**config.mk**
```make
export PLATFORM = sky130hd
export DESIGN_NAME = hbh_top
export DESIGN_NICKNAME = d
export VERILOG_FILES = /design/src/hbh_pkg.sv /design/src/hbh_prio.sv /design/src/hbh_top.sv
export SDC_FILE = /design/constraint.sdc
export NUM_CORES = 1
export LEC_CHECK = 0
export BUFFER_PORTS_ARGS = -buffer_cell sky130_fd_sc_hd__buf_2
export CORE_AREA = 4 4 132 134
export CTS_BUF_LIST = sky130_fd_sc_hd__clkbuf_8
export CTS_CLUSTER_SIZE = 14
export DETAILED_ROUTE_END_ITERATION = 10
export DIE_AREA = 0 0 136 138
export PLACE_DENSITY = 0.57
export SYNTH_ARGS = -nofsm -noshare
export SYNTH_HDL_FRONTEND = slang
export SYNTH_HIERARCHICAL = 1
export SYNTH_SLANG_ARGS = --single-unit
export TNS_END_PERCENT = 50
```
**constraint.sdc**
```tcl
create_clock -name i_clk -period 9.2 [get_ports i_clk]
set_input_delay 1.38 -clock i_clk [delete_from_list [all_inputs] [get_ports i_clk]]
set_output_delay 1.38 -clock i_clk [all_outputs]
set_load 0.02 [all_outputs]
```
**src/hbh_pkg.sv**
```systemverilog
// Constants shared by the host bus handshake block
package hbh_pkg;
  // ----------------------------------------------------------------
  // Register offsets (word index on the plain register port)
  // ----------------------------------------------------------------
  localparam logic [1:0] OFS_STATUS  = 2'h0;
  localparam logic [1:0] OFS_ENABLE  = 2'h1;
  localparam logic [1:0] OFS_INSERV  = 2'h2;
  // ----------------------------------------------------------------
  // bus_config_register fields
  // ----------------------------------------------------------------
  localparam int CFG_IRQ_OD   = 0;
  localparam int CFG_ACK_LSB  = 1;
  localparam int CFG_BREQ_OD  = 3;
  localparam logic [15:0] CFG_RESET = 16'h0000;
  // Acknowledge input protocols
  localparam logic [1:0] ACK_LEVEL  = 2'h0;
  localparam logic [1:0] ACK_SINGLE = 2'h1;
  localparam logic [1:0] ACK_DOUBLE = 2'h2;
  // ----------------------------------------------------------------
  // Status register bits
  // ----------------------------------------------------------------
  localparam int ST_CFG_DONE = 0;
  localparam int ST_WAIT_STY = 1;
  localparam int ST_MASTER   = 2;
  localparam int ST_IRQ      = 3;
  localparam int ST_ACK      = 4;
  localparam int ST_REQ      = 5;
  // ----------------------------------------------------------------
  // Timing
  // ----------------------------------------------------------------
  localparam int CLK_NS       = 40;
  localparam int ACK_READY_NS = 80;
  localparam int ACK_READY_CYC =
    ((ACK_READY_NS + CLK_NS - 1) / CLK_NS) < 1 ? 1 : ((ACK_READY_NS + CLK_NS - 1) / CLK_NS);
  localparam logic [15:0] ENABLE_RESET = 16'h0000;
  // Acknowledge cycle states
  typedef enum logic [2:0] {
    ACK_IDLE  = 3'b001,
    ACK_ARMED = 3'b010,
    ACK_BUSY  = 3'b100
  } hbh_ack_e;
endpackage : hbh_pkg

```
**src/hbh_prio.sv**
```systemverilog
// Priority resolver: highest enabled pending condition and blocking
`timescale 1ns/1ps
`default_nettype none
module hbh_prio #(
  parameter int N = 16
) (
  input  wire logic [N-1:0] i_pend,
  input  wire logic [N-1:0] i_inserv,
  output logic      [N-1:0] o_top,
  output logic              o_any,
  output logic              o_blocked
);
  // Bit 0 is the highest priority
  logic [N-1:0] top_mask;
  assign o_top     = i_pend & (~i_pend + {{(N-1){1'b0}}, 1'b1});
  assign o_any     = |i_pend;
  // Top bit and every bit above it in priority
  assign top_mask  = o_top | (o_top - {{(N-1){1'b0}}, 1'b1});
  assign o_blocked = o_any & |(i_inserv & top_mask);
endmodule : hbh_prio
`default_nettype wire

```
**src/hbh_top.sv**
```systemverilog
// Host bus handshake, interrupt chain and bus grant chain control
`timescale 1ns/1ps
`default_nettype none
module hbh_top #(
  parameter int N = 16
) (
  input  wire logic         i_clk,
  input  wire logic         i_rst_b,
  input  wire logic         i_ce,
  input  wire logic [1:0]   i_addr,
  input  wire logic [15:0]  i_wdata,
  input  wire logic         i_wr,
  input  wire logic         i_rd,
  input  wire logic         i_sel_serial,
  output logic      [15:0]  o_rdata,
  input  wire logic [N-1:0] i_cond,
  input  wire logic         i_hs_i,
  output logic              o_hs_o,
  output logic              o_hs_oe,
  output logic              o_master_hold,
  output logic              o_irq_n_o,
  output logic              o_irq_n_oe,
  input  wire logic         i_irq_ack_n,
  input  wire logic         i_addr_strobe_n,
  input  wire logic         i_data_strobe_n,
  input  wire logic         i_chain_enable_in,
  output logic              o_chain_enable_out,
  output logic              o_ack_answer,
  output logic      [N-1:0] o_ack_vector,
  input  wire logic         i_dma_req,
  input  wire logic         i_dma_cycle,
  input  wire logic         i_bus_request_n_i,
  output logic              o_bus_request_n_o,
  output logic              o_bus_request_n_oe,
  input  wire logic         i_grant_in_n,
  output logic              o_grant_out_n,
  output logic              o_bus_master,
  input  wire logic         i_abort_n,
  output logic              o_dma_abort
);
  // ----------------------------------------------------------------
  // Reset release
  // ----------------------------------------------------------------
  logic rst_s1_reg;
  logic rst_b;
  always_ff @(posedge i_clk or negedge i_rst_b) begin
    if (!i_rst_b) begin
      rst_s1_reg <= 1'b0;
      rst_b      <= 1'b0;
    end else begin
      rst_s1_reg <= 1'b1;
      rst_b      <= rst_s1_reg;
    end
  end

  // ----------------------------------------------------------------
  // Registers and decode
  // ----------------------------------------------------------------
  logic [15:0]  cfg_reg;
  logic         cfg_done_reg;
  logic         wait_sty_reg;
  logic [N-1:0] enable_reg;
  logic [N-1:0] inserv_reg;
  logic [N-1:0] inserv_next;
  logic         acc_reg;
  wire          cfg_wr    = i_wr && !cfg_done_reg;
  wire          reg_wr    = i_wr && cfg_done_reg;
  wire          wr_enable = reg_wr && (i_addr == hbh_pkg::OFS_ENABLE);
  wire          wr_inserv = reg_wr && (i_addr == hbh_pkg::OFS_INSERV);
  wire          irq_od    = cfg_reg[hbh_pkg::CFG_IRQ_OD];
  wire          breq_od   = cfg_reg[hbh_pkg::CFG_BREQ_OD];
  wire [1:0]    ack_mode  = cfg_reg[hbh_pkg::CFG_ACK_LSB +: 2];

  always_ff @(posedge i_clk or negedge rst_b) begin
    if (!rst_b) begin
      cfg_reg      <= hbh_pkg::CFG_RESET;
      cfg_done_reg <= 1'b0;
      wait_sty_reg <= 1'b0;
      enable_reg   <= N'(hbh_pkg::ENABLE_RESET);
      acc_reg      <= 1'b0;
    end else if (i_ce) begin
      if (cfg_wr) begin
        cfg_reg      <= i_wdata;
        cfg_done_reg <= 1'b1;
        wait_sty_reg <= i_sel_serial;
      end
      if (wr_enable) begin
        enable_reg <= i_wdata[N-1:0];
      end
      acc_reg <= i_wr || i_rd;
    end
  end

  // ----------------------------------------------------------------
  // Interrupt priority and request
  // ----------------------------------------------------------------
  logic [N-1:0] top;
  logic         any_pend;
  logic         blocked;
  hbh_prio #(.N(N)) u_prio (
    .i_pend    (i_cond & enable_reg),
    .i_inserv  (inserv_reg),
    .o_top     (top),
    .o_any     (any_pend),
    .o_blocked (blocked)
  );
  wire eligible = i_chain_enable_in && any_pend && !blocked;
  wire any_is   = |inserv_reg;

  // ----------------------------------------------------------------
  // Acknowledge cycle detection
  // ----------------------------------------------------------------
  hbh_pkg::hbh_ack_e ack_state_reg;
  hbh_pkg::hbh_ack_e ack_state_next;
  logic       ack_prev_reg;
  logic       as_prev_reg;
  logic       ds_prev_reg;
  logic       was_req_reg;
  logic [1:0] ack_cnt_reg;
  logic       answered_reg;
  wire ack_fall  = ack_prev_reg && !i_irq_ack_n;
  wire strb_fall = (as_prev_reg && !i_addr_strobe_n) || (ds_prev_reg && !i_data_strobe_n);
  wire lvl_start = strb_fall && !i_irq_ack_n;
  wire lvl_end   = i_addr_strobe_n && i_data_strobe_n;
  wire ack_busy  = (ack_state_reg == hbh_pkg::ACK_BUSY);
  wire ack_ready = ack_busy && (ack_cnt_reg == 2'(hbh_pkg::ACK_READY_CYC));
  wire ack_ans   = ack_ready && !answered_reg && (eligible || was_req_reg);

  always_comb begin
    ack_state_next = ack_state_reg;
    unique case (ack_state_reg)
      hbh_pkg::ACK_IDLE: begin
        if (ack_mode == hbh_pkg::ACK_LEVEL && lvl_start) begin
          ack_state_next = hbh_pkg::ACK_BUSY;
        end else if (ack_mode == hbh_pkg::ACK_SINGLE && ack_fall) begin
          ack_state_next = hbh_pkg::ACK_BUSY;
        end else if (ack_mode == hbh_pkg::ACK_DOUBLE && ack_fall) begin
          ack_state_next = hbh_pkg::ACK_ARMED;
        end
      end
      hbh_pkg::ACK_ARMED: begin
        if (ack_fall) begin
          ack_state_next = hbh_pkg::ACK_BUSY;
        end
      end
      hbh_pkg::ACK_BUSY: begin
        if (ack_mode == hbh_pkg::ACK_LEVEL ? lvl_end : i_irq_ack_n) begin
          ack_state_next = hbh_pkg::ACK_IDLE;
        end
      end
      default: ack_state_next = hbh_pkg::ACK_IDLE;
    endcase
  end

  // Set from the answer wins over a software clear in the same cycle
  assign inserv_next = (inserv_reg & ~(wr_inserv ? i_wdata[N-1:0] : {N{1'b0}}))
                     | (ack_ans ? top : {N{1'b0}});

  always_ff @(posedge i_clk or negedge rst_b) begin
    if (!rst_b) begin
      ack_state_reg <= hbh_pkg::ACK_IDLE;
      ack_prev_reg  <= 1'b1;
      as_prev_reg   <= 1'b1;
      ds_prev_reg   <= 1'b1;
      was_req_reg   <= 1'b0;
      ack_cnt_reg   <= 2'h0;
      answered_reg  <= 1'b0;
      inserv_reg    <= {N{1'b0}};
    end else if (i_ce) begin
      ack_state_reg <= ack_state_next;
      ack_prev_reg  <= i_irq_ack_n;
      as_prev_reg   <= i_addr_strobe_n;
      ds_prev_reg   <= i_data_strobe_n;
      ack_cnt_reg   <= !ack_busy ? 2'h0 : (ack_ready ? ack_cnt_reg : ack_cnt_reg + 2'h1);
      answered_reg  <= ack_busy && (answered_reg || ack_ans);
      // Latch a request seen before or during the cycle
      was_req_reg   <= (ack_state_next != hbh_pkg::ACK_IDLE) && (was_req_reg || !o_irq_n_o);
      inserv_reg    <= inserv_next;
    end
  end

  // ----------------------------------------------------------------
  // Bus request, grant chain and abort
  // ----------------------------------------------------------------
  logic seen_high_reg;
  logic grant_prev_reg;
  wire  grant_fall = grant_prev_reg && !i_grant_in_n;
  wire  want_bus   = i_dma_req && cfg_done_reg;
  // Open-drain waits for a free line before pulling it low
  wire  req_drive  = want_bus && (!breq_od || seen_high_reg || !o_bus_request_n_o);
  wire  take_bus   = grant_fall && (req_drive || !o_bus_request_n_o);
  wire  master_nx  = take_bus || (o_bus_master && i_dma_req);
  wire  abort_nx   = o_bus_master && i_dma_cycle && !i_abort_n;

  always_ff @(posedge i_clk or negedge rst_b) begin
    if (!rst_b) begin
      seen_high_reg      <= 1'b0;
      grant_prev_reg     <= 1'b1;
      o_bus_request_n_o  <= 1'b1;
      o_bus_request_n_oe <= 1'b0;
      o_grant_out_n      <= 1'b1;
      o_bus_master       <= 1'b0;
      o_dma_abort        <= 1'b0;
    end else if (i_ce) begin
      seen_high_reg      <= want_bus && (seen_high_reg || i_bus_request_n_i);
      grant_prev_reg     <= i_grant_in_n;
      o_bus_request_n_o  <= !req_drive;
      o_bus_request_n_oe <= breq_od ? req_drive : 1'b1;
      if (i_grant_in_n) begin
        o_grant_out_n <= 1'b1;
      end else if (grant_fall) begin
        o_grant_out_n <= take_bus;
      end
      o_bus_master <= master_nx && !abort_nx;
      o_dma_abort  <= abort_nx;
    end
  end

  // ----------------------------------------------------------------
  // Pin drivers: handshake, interrupt, chain enable
  // ----------------------------------------------------------------
  wire irq_req = eligible && !ack_busy;
  // Wait style holds low until ready; ack style pulls low once ready
  wire hs_low  = wait_sty_reg ? (ack_busy && !ack_ready && !answered_reg)
                              : ((ack_ready || answered_reg) || acc_reg);
  wire hold_nx = wait_sty_reg ? !i_hs_i : i_hs_i;
  wire chain_nx = i_chain_enable_in && !any_is
               && !(ack_busy && (was_req_reg || eligible || !o_irq_n_o));

  always_ff @(posedge i_clk or negedge rst_b) begin
    if (!rst_b) begin
      o_hs_o             <= 1'b1;
      o_hs_oe            <= 1'b1;
      o_master_hold      <= 1'b0;
      o_irq_n_o          <= 1'b1;
      o_irq_n_oe         <= 1'b1;
      o_chain_enable_out <= 1'b0;
      o_ack_answer       <= 1'b0;
      o_ack_vector       <= {N{1'b0}};
      o_rdata            <= 16'h0000;
    end else if (i_ce) begin
      o_hs_o             <= !hs_low;
      o_hs_oe            <= !master_nx;
      o_master_hold      <= master_nx && hold_nx;
      o_irq_n_o          <= !irq_req;
      o_irq_n_oe         <= irq_od ? irq_req : 1'b1;
      o_chain_enable_out <= chain_nx;
      o_ack_answer       <= ack_ans;
      if (ack_ans) begin
        o_ack_vector <= top;
      end
      if (i_rd) begin
        unique case (i_addr)
          hbh_pkg::OFS_STATUS: o_rdata <= {10'h000, was_req_reg, ack_busy, !o_irq_n_o,
                                           o_bus_master, wait_sty_reg, cfg_done_reg};
          hbh_pkg::OFS_ENABLE: o_rdata <= 16'(enable_reg);
          hbh_pkg::OFS_INSERV: o_rdata <= 16'(inserv_reg);
          default:             o_rdata <= 16'h0000;
        endcase
      end else begin
        o_rdata <= 16'h0000;
      end
    end
  end

  // ----------------------------------------------------------------
  // Assertions
  // ----------------------------------------------------------------
  property p_hs_release;
    @(posedge i_clk) disable iff (!rst_b)
      i_ce |=> (o_hs_oe == !$past(master_nx));
  endproperty
  a_hs_release: assert property (p_hs_release) else $error("handshake enable wrong");

  property p_style_fixed;
    @(posedge i_clk) disable iff (!rst_b)
      (cfg_done_reg && $past(cfg_done_reg)) |-> $stable(wait_sty_reg);
  endproperty
  a_style_fixed: assert property (p_style_fixed) else $error("style changed");

  property p_wait_no_acc;
    @(posedge i_clk) disable iff (!rst_b)
      (i_ce && wait_sty_reg && !ack_busy && !$past(ack_busy)) |=> o_hs_o;
  endproperty
  a_wait_no_acc: assert property (p_wait_no_acc) else $error("wait low outside ack");

  property p_ack_acc;
    @(posedge i_clk) disable iff (!rst_b)
      (cfg_done_reg && !wait_sty_reg && i_ce && (i_wr || i_rd)) ##1 i_ce |=> !o_hs_o;
  endproperty
  a_ack_acc: assert property (p_ack_acc) else $error("no acknowledge for access");

  property p_irq;
    @(posedge i_clk) disable iff (!rst_b)
      i_ce |=> (o_irq_n_o == !$past(eligible && !ack_busy));
  endproperty
  a_irq: assert property (p_irq) else $error("interrupt level wrong");

  property p_irq_od;
    @(posedge i_clk) disable iff (!rst_b)
      (irq_od && o_irq_n_o && $past(irq_od)) |-> !o_irq_n_oe;
  endproperty
  a_irq_od: assert property (p_irq_od) else $error("open-drain drives high");

  property p_chain;
    @(posedge i_clk) disable iff (!rst_b)
      (i_ce && (!i_chain_enable_in || any_is)) |=> !o_chain_enable_out;
  endproperty
  a_chain: assert property (p_chain) else $error("chain out high");

  property p_grant;
    @(posedge i_clk) disable iff (!rst_b)
      (i_ce && grant_fall && !take_bus) |=> !o_grant_out_n;
  endproperty
  a_grant: assert property (p_grant) else $error("grant not passed");

  property p_abort;
    @(posedge i_clk) disable iff (!rst_b)
      (i_ce && o_bus_master && i_dma_cycle && !i_abort_n) |=> (o_dma_abort && !o_bus_master);
  endproperty
  a_abort: assert property (p_abort) else $error("abort ignored");

  property p_release;
    @(posedge i_clk) disable iff (!rst_b)
      (i_ce && i_grant_in_n) |=> o_grant_out_n;
  endproperty
  a_release: assert property (p_release) else $error("grant out stuck low");

  c_answer: cover property (@(posedge i_clk) disable iff (!rst_b) o_ack_answer);
  c_master: cover property (@(posedge i_clk) disable iff (!rst_b) $rose(o_bus_master));
  c_abort:  cover property (@(posedge i_clk) disable iff (!rst_b) o_dma_abort);
  c_pass:   cover property (@(posedge i_clk) disable iff (!rst_b) !o_grant_out_n);
endmodule : hbh_top
`default_nettype wire

```
==> impl_metrics.py, run 1 <==
metrics = {
    "setup_path": {
        "crit_type": "in -> reg",
        "reg2reg_to": "o_ack_vector[14]$_DFFE_PN0P_",
        "crit_path_start": "i_cond[7]",
        "crit_fanout": 32,
        "worst_setup_path_end_kind": "flip-flop",
        "arrival_ps": 4200,
        "reg2regPathDepth": 9,
        "crit_path_end": "o_ack_vector[14]$_DFFE_PN0P_",
        "worst_ep_required_time_ps": 9460,
        "r2r_start": "enable_reg[7]$_DFFE_PN0P_",
        "reg2reg_slack_ps": 5940,
        "setup.worst_path.start_class": "primary input",
    },
    "detailed_routing": {
        "vias_per_cell": 5.05,
        "drt_iter0_markers": 239,
        "drc": 0,
        "routed_wl_um": 13000,
        "vias": 3627,
        "antenna_left": 0,
        "post_drt_wl_per_cell_um": 18.1,
        "drt_pre_antenna_iters": 6,
    },
    "final_layout": {
        "area_delta_synth_final_pct": 18.8,
        "final-instance-count-excl-fill": 718,
        "diodes": 0,
        "nets": 545,
        "final_layout_size_suffix_gt1_frac": 0.337,
    },
    "timing": {
        "max_freq_mhz": 254,
        "rsz0062_at_grt": "false",
        "finalSetupViolCount": 0,
        "layout_min_cycle_time_ps": 3940,
        "max-slew-margin-rel": 0.305,
        "fin_tns_setup_ps": 0,
        "finClkSkew_ps": 14.8,
        "worst_slew_pin_slew_ps": 1040,
        "drv_slew": 0,
        "hold_viol_final": 0,
        "final.period_utilization": 0.429,
    },
    "clocking": {
        "clkTransAtPathRegs_ps": 90,
        "root_buffer": "clkbuf_8",
        "clock-sinks": 97,
        "ctsHoldBuffers": 0,
        "cts.htree.levels": 3,
        "clk_latency_ps": 370,
        "cts_setup_buffers": 0,
        "cts_buffers": 9,
        "clockBufferDepth": 2,
        "cts_resized": 0,
        "cts_tree": "built",
    },
    "power": {
        "p_leak_nw": 2.54,
        "power.density_mw_per_mm2": 181,
        "switching_power_w": 0.000292,
        "seq_power_share": 0.511,
        "power.share.clock": 0.308,
        "intPower_w": 0.000707,
        "peakVddDrop_v": 0.0000632,
        "swShare": 0.292,
        "combPwrFrac": 0.181,
    },
    "floorplanning": {
        "start_util": 0.284,
        "coreArea_mm2": 0.0163,
        "die_width_um": 136,
        "die_area_mm2": 0.0188,
        "pin_count": 94,
        "rows": 47,
        "die_h_um": 138,
    },
    "yosys": {
        "syn-cell-area_mm2": 0.00463,
        "yosys.area.top_type": "dfrtp_1",
        "yosys-top-cells-count": "dfrtp_1 (86), mux2_2 (33), nand2_1 (33), nor2_1 (25), o2bb2ai_1 (19)",
        "synth_edf_count": 0,
        "syn-instance-count": 407,
        "ys_ff_latch": 97,
        "synth_area_per_cell_um2": 11.4,
        "synthDominantCellAreaShare": 0.464,
        "ys_seq_area_frac": 0.527,
        "synth_cell_types": 64,
        "yosys-top-cells-area": "dfrtp_1 (46%), mux2_2 (8.0%), dfstp_2 (6.2%)",
        "async_reset_ff_frac": 1.00,
        "yosysMostFrequentCell": "dfrtp_1",
        "synth_fp_nets": 458,
        "ys.flop_type": "dfrtp_1",
        "ys.warnings.count": 6,
    },
    "run_status": {
        "status": "finished, final reports clean",
    },
    "global_route": {
        "grt_use_total": 0.141,
        "grt_pass1_wl_um": 20800,
        "grt_max_degree": 81,
        "overflow": 0,
        "antenna_found_initial": 1,
        "grt_pass1_vias": 3763,
    },
    "place": {
        "dp_cells": 703,
        "gp_congestion": 0.811,
        "hpwl_um": 9470,
        "io_buffers": 93,
    },
    "flow_run": {
        "maxCapViolCount": 0,
    },
    "worst_hold_path": {
        "hold_path_class": "reg -> async",
    },
}
==> routing by layer <==
layer | track usage | up-vias | share of wire
met5 | 0 | - | 0.00054
met4 | 0.0483 | 2 | 0.018
met3 | 0.0385 | 18 | 0.058
met2 | 0.225 | 100 | 0.48
met1 | 0.184 | 1840 | 0.44
li1 | - | 1667 | -
==> layout by cell type, fill, tap and decap left out, types with 11 or more instances in the layout <==
| cell type | netlist | final |
|---|---|---|
| a21oi_1 | 16 | 16 |
| a22o_1 | 16 | 16 |
| and2_1 | 17 | 17 |
| buf_2 | 5 | 93 |
| dfrtp_1 | 86 | 85 |
| dfstp_2 | 11 | 11 |
| mux2_2 | 33 | 33 |
| nand2_1 | 33 | 33 |
| nor2_1 | 25 | 25 |
| o2bb2ai_1 | 19 | 19 |
==> cell families (layout without fill, tap and decap cells) <==
family / Yosys count / count (layout) / share of synthesized area
AO/OA/AOI/OAI: 95 / 95 / 0.155
adder cells (fa/ha/maj): 1 / 1 / 0.00270
other: 1 / 1 / 0.000809
flip-flops: 97 / 97 / 0.527
buffers and inverters: 32 / 123 / 0.0348
XOR/XNOR: 2 / 2 / 0.00378
multiplexers: 49 / 49 / 0.117
AND/OR/NAND/NOR: 130 / 130 / 0.159
==> worst min-delay path by stage <==
stage / startpoint / endpoint / slack [ps] / cells past startpoint
floorplan: rst_s1_reg$_DFF_PN0_ / rst_b$_DFF_PN0_ / 330 / 0
CTS: rst_b$_DFF_PN0_ / seen_high_reg$_DFFE_PN0P_ / 190 / 0
detailed placement: rst_b$_DFF_PN0_ / seen_high_reg$_DFFE_PN0P_ / 180 / 0
global route: rst_b$_DFF_PN0_ / o_bus_request_n_oe$_DFFE_PN0P_ / 210 / 0
finish: rst_b$_DFF_PN0_ / seen_high_reg$_DFFE_PN0P_ / 190 / 0
global placement: rst_b$_DFF_PN0_ / o_bus_request_n_oe$_DFFE_PN0P_ / 180 / 0
==> critical path, stage by stage <==
cell      delay (ps)
buf_2             90
and2_1           200
or4_1            560
nor3_1           300
nand4b_1         180
o31a_1           150
and3b_1          300
o2111a_1         250
buf_4            380
mux2_2           390
==> final cells by class <==
type	count	area (um^2)
Fill cell	1657	10800
Sequential cell	97	2440
Multi-Input combinational cell	278	2030
Timing Repair Buffer	97	495
Tap cell	220	275
Clock buffer	10	138
Clock inverter	5	80.1
Inverter	11	41.3
==> power by group through the flow <==
stage / clock network [W] / registers [W] / logic (W)
finish: 0.000308 / 0.000511 / 0.000180
global route: 0.000334 / 0.000518 / 0.000199
CTS: 0.000317 / 0.000511 / 0.000182
detailed placement: 0 / 0.000519 / 0.000181
global placement: 0 / 0.000517 / 0.000177
floorplan: 0 / 0.000526 / 0.000106
==> metrics by stage <==
step | setup WS [ps] | hold WS, ps | instance area (um^2) | total power [W] | util
finish | 5260 | 186 | 5510 | 0.000998 | 0.338
floorplan | 5360 | 331 | 4630 | 0.000633 | -
global route | 5120 | 207 | 5510 | 0.00105 | 0.338
CTS | 5300 | 193 | 5510 | 0.00101 | 0.338
global placement | 5030 | 177 | 5290 | 0.000694 | 0.325
detailed placement | 4900 | 184 | 5290 | 0.000700 | 0.325
(Power assumes the default switching activity.)
==> run 2: changes to the inputs <==
Settings changed: PLACE_DENSITY 0.57 to 0.59.
Clock period 9.2 ns to 3.5 ns, I/O delays scaled along.
==> run 2 against run 1 <==
Effect of this change:
- sequential cell count unchanged
- critical path depth unchanged
- power rose to 2.6 times the previous value
- via count down 1.2%
- final cell count up 0.84%
- setup slack worse by 4800 ps
- hold slack better by 160 ps
- clock-buffer cell count unchanged
- highest routed layer unchanged
- critical endpoint is now o_ack_vector[4]$_DFFE_PN0P_
- non-clock buffer count up 5
- core utilization up 0.20 points
- clock power up 140%
- critical path type is now reg -> reg
==> impl_metrics.py, run 2 (synthesis gave the netlist of run 1 again) <==
metrics = {
    "setup_path": {
        "r2r_start": "enable_reg[1]$_DFFE_PN0P_",
        "cp_slowest_stage_delay_ps": 570,
        "path_cells": "and2_1 > or4_4 > nor3_4 > nand2_2 > o221ai_1 > o31a_1 > and3b_1 > o2111a_1 > buf_12 > mux2_2",
        "reg2regPathDepth": 10,
        "reg2reg_to": "o_ack_vector[4]$_DFFE_PN0P_",
        "reg2reg_slack_ps": 480,
        "worst_setup_path_end_kind": "flip-flop",
        "crit_family": "simple AND/OR/NAND/NOR gates",
        "crit_type": "reg -> reg",
        "slowest_stage": "or4_4",
        "crit_fanout": 25,
        "setup.worst_path.start_class": "flip-flop",
        "worst_ep_required_time_ps": 3750,
        "arrival_ps": 3270,
        "worst-path-buf-inv": 1,
    },
    "detailed_routing": {
        "drt_pre_antenna_iters": 4,
        "drt_iter0_markers": 227,
        "drc": 0,
        "post_drt_wl_per_cell_um": 17.7,
        "routed_wl_um": 12800,
        "vias_per_cell": 4.95,
        "vias": 3584,
        "antenna_left": 0,
    },
    "clocking": {
        "clockBufferDepth": 2,
        "cts_resized": 0,
        "cts.htree.levels": 3,
        "root_buffer": "clkbuf_8",
        "cts_tree": "built",
        "ctsHoldBuffers": 1,
        "clkTransAtPathRegs_ps": 90,
        "cts_setup_buffers": 0,
        "cts_buffers": 9,
        "clock-sinks": 97,
        "clk_latency_ps": 370,
    },
    "worst_hold_path": {
        "whs_endpoint": "o_dma_abort$_DFFE_PN0P_",
        "hold_depth": 2,
        "hold_path_class": "in -> reg",
        "hp-start": "i_abort_n",
    },
    "final_layout": {
        "final_cell_mix": "buf_2 (93), dfrtp_1 (85), nand2_1 (33), mux2_2 (33), nor2_1 (25)",
        "final_layout_size_suffix_gt1_frac": 0.341,
        "nets": 550,
        "final_common_cell": "buf_2",
        "diodes": 0,
        "area_delta_synth_final_pct": 19.5,
    },
    "run_status": {
        "status": "finished, final reports clean",
    },
    "flow_run": {
        "maxCapViolCount": 0,
    },
    "floorplanning": {
        "coreArea_mm2": 0.0163,
        "die_width_um": 136,
        "start_util": 0.284,
        "rows": 47,
        "die_area_mm2": 0.0188,
        "die_h_um": 138,
        "pin_count": 94,
    },
    "timing": {
        "max-slew-margin-rel": 0.403,
        "rsz0062_at_grt": "false",
        "worst_slew_pin_slew_ps": 895,
        "holdWs_ps": 345,
        "final.period_utilization": 0.863,
        "finClkSkew_ps": 13.6,
        "layout_min_cycle_time_ps": 3020,
        "max_freq_mhz": 331,
        "drv_slew": 0,
        "hold_viol_final": 0,
        "finalSetupViolCount": 0,
        "fin_tns_setup_ps": 0,
    },
    "power": {
        "swShare": 0.298,
        "total_power_w": 0.00255,
        "power.density_mw_per_mm2": 461,
        "peakVddDrop_v": 0.000158,
        "combPwrFrac": 0.183,
        "intPower_w": 0.00179,
        "switching_power_w": 0.000760,
        "seq_power_share": 0.528,
        "power.share.clock": 0.288,
        "p_leak_nw": 2.57,
    },
    "place": {
        "io_buffers": 93,
        "hpwl_um": 9600,
        "gp_congestion": 0.838,
    },
    "global_route": {
        "overflow": 0,
        "antenna_found_initial": 1,
        "grt_use_total": 0.137,
        "grt_pass1_wl_um": 20200,
        "grt_pass1_vias": 3794,
        "grt_max_degree": 66,
    },
}
## run 2: cell count changes in the layout (fill, tap and decap cells not counted), sizes merged
cell and change:
buf +4, inv +1, dlygate4sd3 +1, bufinv -1, clkinvlp -1, clkinv +2
## run 2: routing by layer
layer / track usage / vias to the layer above / wire [um]
li1: - / 1684 / -
met1: 0.174 / 1778 / 5750
met2: 0.219 / 102 / 6040
met3: 0.0414 / 18 / 789
met4: 0.0504 / 2 / 262
met5: 0 / - / 7
## run 2: final cells by class
| type | instances | area (um^2) |
|---|---|---|
| clock buffers | 10 | 138 |
| clock inverters | 6 | 60.1 |
| fillers | 1639 | 10800 |
| inverters | 11 | 41.3 |
| multi-input cells | 278 | 2030 |
| flip-flops and latches | 97 | 2440 |
| well taps | 220 | 275 |
| repair buffers | 102 | 548 |
## run 2: power groups by stage
stage / sequential (W) / clock, W / combinational [W]
floorplan: 0.00138 / 0 / 0.000279
global placement: 0.00137 / 0 / 0.000459
detailed placement: 0.00137 / 0 / 0.000468
CTS: 0.00135 / 0.000758 / 0.000472
global route: 0.00137 / 0.000792 / 0.000517
finish: 0.00135 / 0.000735 / 0.000468
## run 2: stage by stage
stage / setup WS (ps) / util / cells / cell area [um^2]
after floorplan: 519 / - / 407 / 4630
after global placement: 356 / 0.327 / 707 / 5330
after detailed placement: 274 / 0.327 / 707 / 5330
after CTS: 510 / 0.340 / 724 / 5540
after global routing: 327 / 0.340 / 724 / 5540
final: 478 / 0.340 / 724 / 5540
## run 2: how the worst max path moves through the flow
| stage | slack (ps) | cells past startpoint | endpoint | start |
|---|---|---|---|---|
| after CTS | 510 | 10 | o_ack_vector[0]$_DFFE_PN0P_ | enable_reg[1]$_DFFE_PN0P_ |
| after detailed placement | 270 | 11 | o_ack_vector[0]$_DFFE_PN0P_ | i_cond[1] |
| after floorplan | 520 | 11 | o_ack_vector[13]$_DFFE_PN0P_ | i_cond[1] |
| final | 480 | 10 | o_ack_vector[4]$_DFFE_PN0P_ | enable_reg[1]$_DFFE_PN0P_ |
| after global routing | 330 | 9 | o_ack_vector[0]$_DFFE_PN0P_ | enable_reg[7]$_DFFE_PN0P_ |
| after global placement | 360 | 11 | o_ack_vector[3]$_DFFE_PN0P_ | i_cond[1] |
==> run 3: changes to the inputs <==
Settings changed: BUFFER_PORTS_ARGS -buffer_cell sky130_fd_sc_hd__buf_2 to -buffer_cell sky130_fd_sc_hd__clkbuf_2.
==> run 3 against run 2 <==
Effect of this change:
- global-route usage is 0.20 points higher
- routed wire length is 0.12% higher
- non-clock buffer count is 1 higher
- via count is 0.42% lower
- sequential share of layout area is 0.24 points higher
- sequential power hardly changed
- power is 2.7% lower
- critical path depth stayed put
- design area is 0.54% lower
- maximum frequency is 0.13% higher
- largest cell class unchanged
==> impl_metrics.py, run 3 (synthesis gave the netlist of run 1 again) <==
metrics = {
    "run_status": {
        "status": "finished, final reports clean",
    },
    "final_layout": {
        "fin_area_mm2": 0.00551,
        "nets": 551,
        "diodes": 0,
        "final_cell_mix": "clkbuf_2 (93), dfrtp_1 (85), nand2_1 (33), mux2_2 (33), nor2_1 (25)",
        "final_common_cell": "clkbuf_2",
        "area_delta_synth_final_pct": 18.9,
        "final_layout_size_suffix_gt1_frac": 0.343,
    },
    "floorplanning": {
        "pin_count": 94,
        "coreArea_mm2": 0.0163,
        "die_width_um": 136,
        "start_util": 0.284,
        "die_h_um": 138,
        "die_area_mm2": 0.0188,
        "rows": 47,
    },
    "detailed_routing": {
        "drc": 0,
        "antenna_left": 0,
        "drt_iter0_markers": 237,
        "vias_per_cell": 4.92,
        "vias": 3569,
        "routed_wl_um": 12900,
        "drt_pre_antenna_iters": 5,
        "post_drt_wl_per_cell_um": 17.7,
    },
    "power": {
        "power.share.clock": 0.267,
        "combPwrFrac": 0.187,
        "power.density_mw_per_mm2": 451,
        "intPower_w": 0.00172,
        "peakVddDrop_v": 0.000153,
        "switching_power_w": 0.000765,
        "p_leak_nw": 2.55,
        "seq_power_share": 0.547,
        "swShare": 0.308,
    },
    "timing": {
        "max_freq_mhz": 331,
        "finalSetupViolCount": 0,
        "finClkSkew_ps": 8.31,
        "worst_slew_pin_slew_ps": 1090,
        "drv_slew": 0,
        "hold_viol_final": 0,
        "max-slew-margin-rel": 0.274,
        "holdWs_ps": 345,
        "rsz0062_at_grt": "false",
        "final.period_utilization": 0.862,
        "layout_min_cycle_time_ps": 3020,
        "fin_tns_setup_ps": 0,
    },
    "clocking": {
        "clkTransAtPathRegs_ps": 90,
        "clockBufferDepth": 2,
        "cts.htree.levels": 3,
        "cts_buffers": 9,
        "clk_latency_ps": 370,
        "root_buffer": "clkbuf_8",
        "cts_tree": "built",
        "cts_setup_buffers": 0,
        "clock-sinks": 97,
    },
    "worst_hold_path": {
        "hold_path_class": "in -> reg",
    },
    "setup_path": {
        "setup.worst_path.start_class": "flip-flop",
        "arrival_ps": 3270,
        "worst_setup_path_end_kind": "flip-flop",
        "crit_fanout": 17,
        "path_cells": "and2_1 > or4_4 > nor3_4 > nand2_2 > o221ai_1 > o31a_1 > and3b_1 > o2111a_1 > buf_4 > mux2_2",
        "worst-path-buf-inv": 1,
        "worst_ep_required_time_ps": 3750,
        "slowest_stage": "or4_4",
        "crit_type": "reg -> reg",
        "cp_slowest_stage_delay_ps": 570,
        "crit_family": "simple AND/OR/NAND/NOR gates",
    },
    "global_route": {
        "grt_pass1_wl_um": 20500,
        "overflow": 0,
        "grt_use_total": 0.139,
        "grt_pass1_vias": 3736,
        "antenna_found_initial": 0,
        "grt_max_degree": 85,
    },
    "place": {
        "hpwl_um": 9620,
        "io_buffers": 93,
        "placed_area_mm2": 0.00533,
        "gp_congestion": 0.869,
    },
    "flow_run": {
        "maxCapViolCount": 0,
    },
}
-- run 3: changes by cell type in the layout (fill, tap and decap cells not counted), sizes merged --
cell and delta:
buf -92, clkbuf +93, bufinv -1, clkinv +1
-- run 3: stage by stage --
step | total power, W | util | setup WS, ps | instances
finish | 0.00248 | 0.338 | 482 | 725
global placement | 0.00183 | 0.327 | 370 | 708
CTS | 0.00251 | 0.338 | 496 | 725
detailed placement | 0.00184 | 0.327 | 293 | 708
floorplan | 0.00166 | - | 519 | 407
global route | 0.00261 | 0.338 | 351 | 725
-- run 3: what timing repair did --
action / CTS / global route
hold buffers: 1 / 0
resized for setup: 0 / 0
endpoints found under the hold margin: 2 / 0
-- run 3: power groups by stage --
stage	Combinational, W	Sequential [W]	Clock [W]
after global placement	0.000453	0.00137	0
after detailed placement	0.000463	0.00138	0
after global routing	0.000513	0.00138	0.000724
final	0.000463	0.00136	0.000662
after CTS	0.000467	0.00136	0.000684
after floorplan	0.000279	0.00138	0
-- run 3: layout make-up --
class	instances	area, um^2
Tap cell	220	275
Timing Repair Buffer	103	543
Multi-Input combinational cell	278	2030
Clock inverter	6	35.0
Sequential cell	97	2440
Fill cell	1688	10800
Clock buffer	10	138
Inverter	11	41.3
-- run 3: path summary, 6_finish.rpt --
| kind | slack (ps) | depth (start not counted) | to | startpoint |
|---|---|---|---|---|
| max in group asynchronous | 2180 | 1 | o_hs_oe$_DFFE_PN1P_ | rst_b$_DFF_PN0_ |
| worst max register to register | 480 | 10 | o_ack_vector[11]$_DFFE_PN0P_ | enable_reg[1]$_DFFE_PN0P_ |
| min in group asynchronous | 470 | 2 | rst_b$_DFF_PN0_ | i_rst_b |
| worst max-delay path | 480 | 10 | o_ack_vector[11]$_DFFE_PN0P_ | enable_reg[1]$_DFFE_PN0P_ |
| worst min register to register | 360 | 0 | rst_b$_DFF_PN0_ | rst_s1_reg$_DFF_PN0_ |
| worst min-delay path | 340 | 2 | o_dma_abort$_DFFE_PN0P_ | i_abort_n |
-- run 3: layer usage --
| metal | global-route usage | share of wire |
|---|---|---|
| met5 | 0 | 0 |
| met4 | 0.0716 | 0.032 |
| met1 | 0.181 | 0.44 |
| met3 | 0.0316 | 0.055 |
| met2 | 0.214 | 0.47 |
-- run 3: worst reg2reg max path, delay by kind of cell, from the launching register on --
kind                   cells  cell delay (ps)
and+or+nand+nor            5             1360
AOI/OAI and AO/OA          3              630
DFF                        1              410
muxes                      1              300
buffers and inverters      1              210
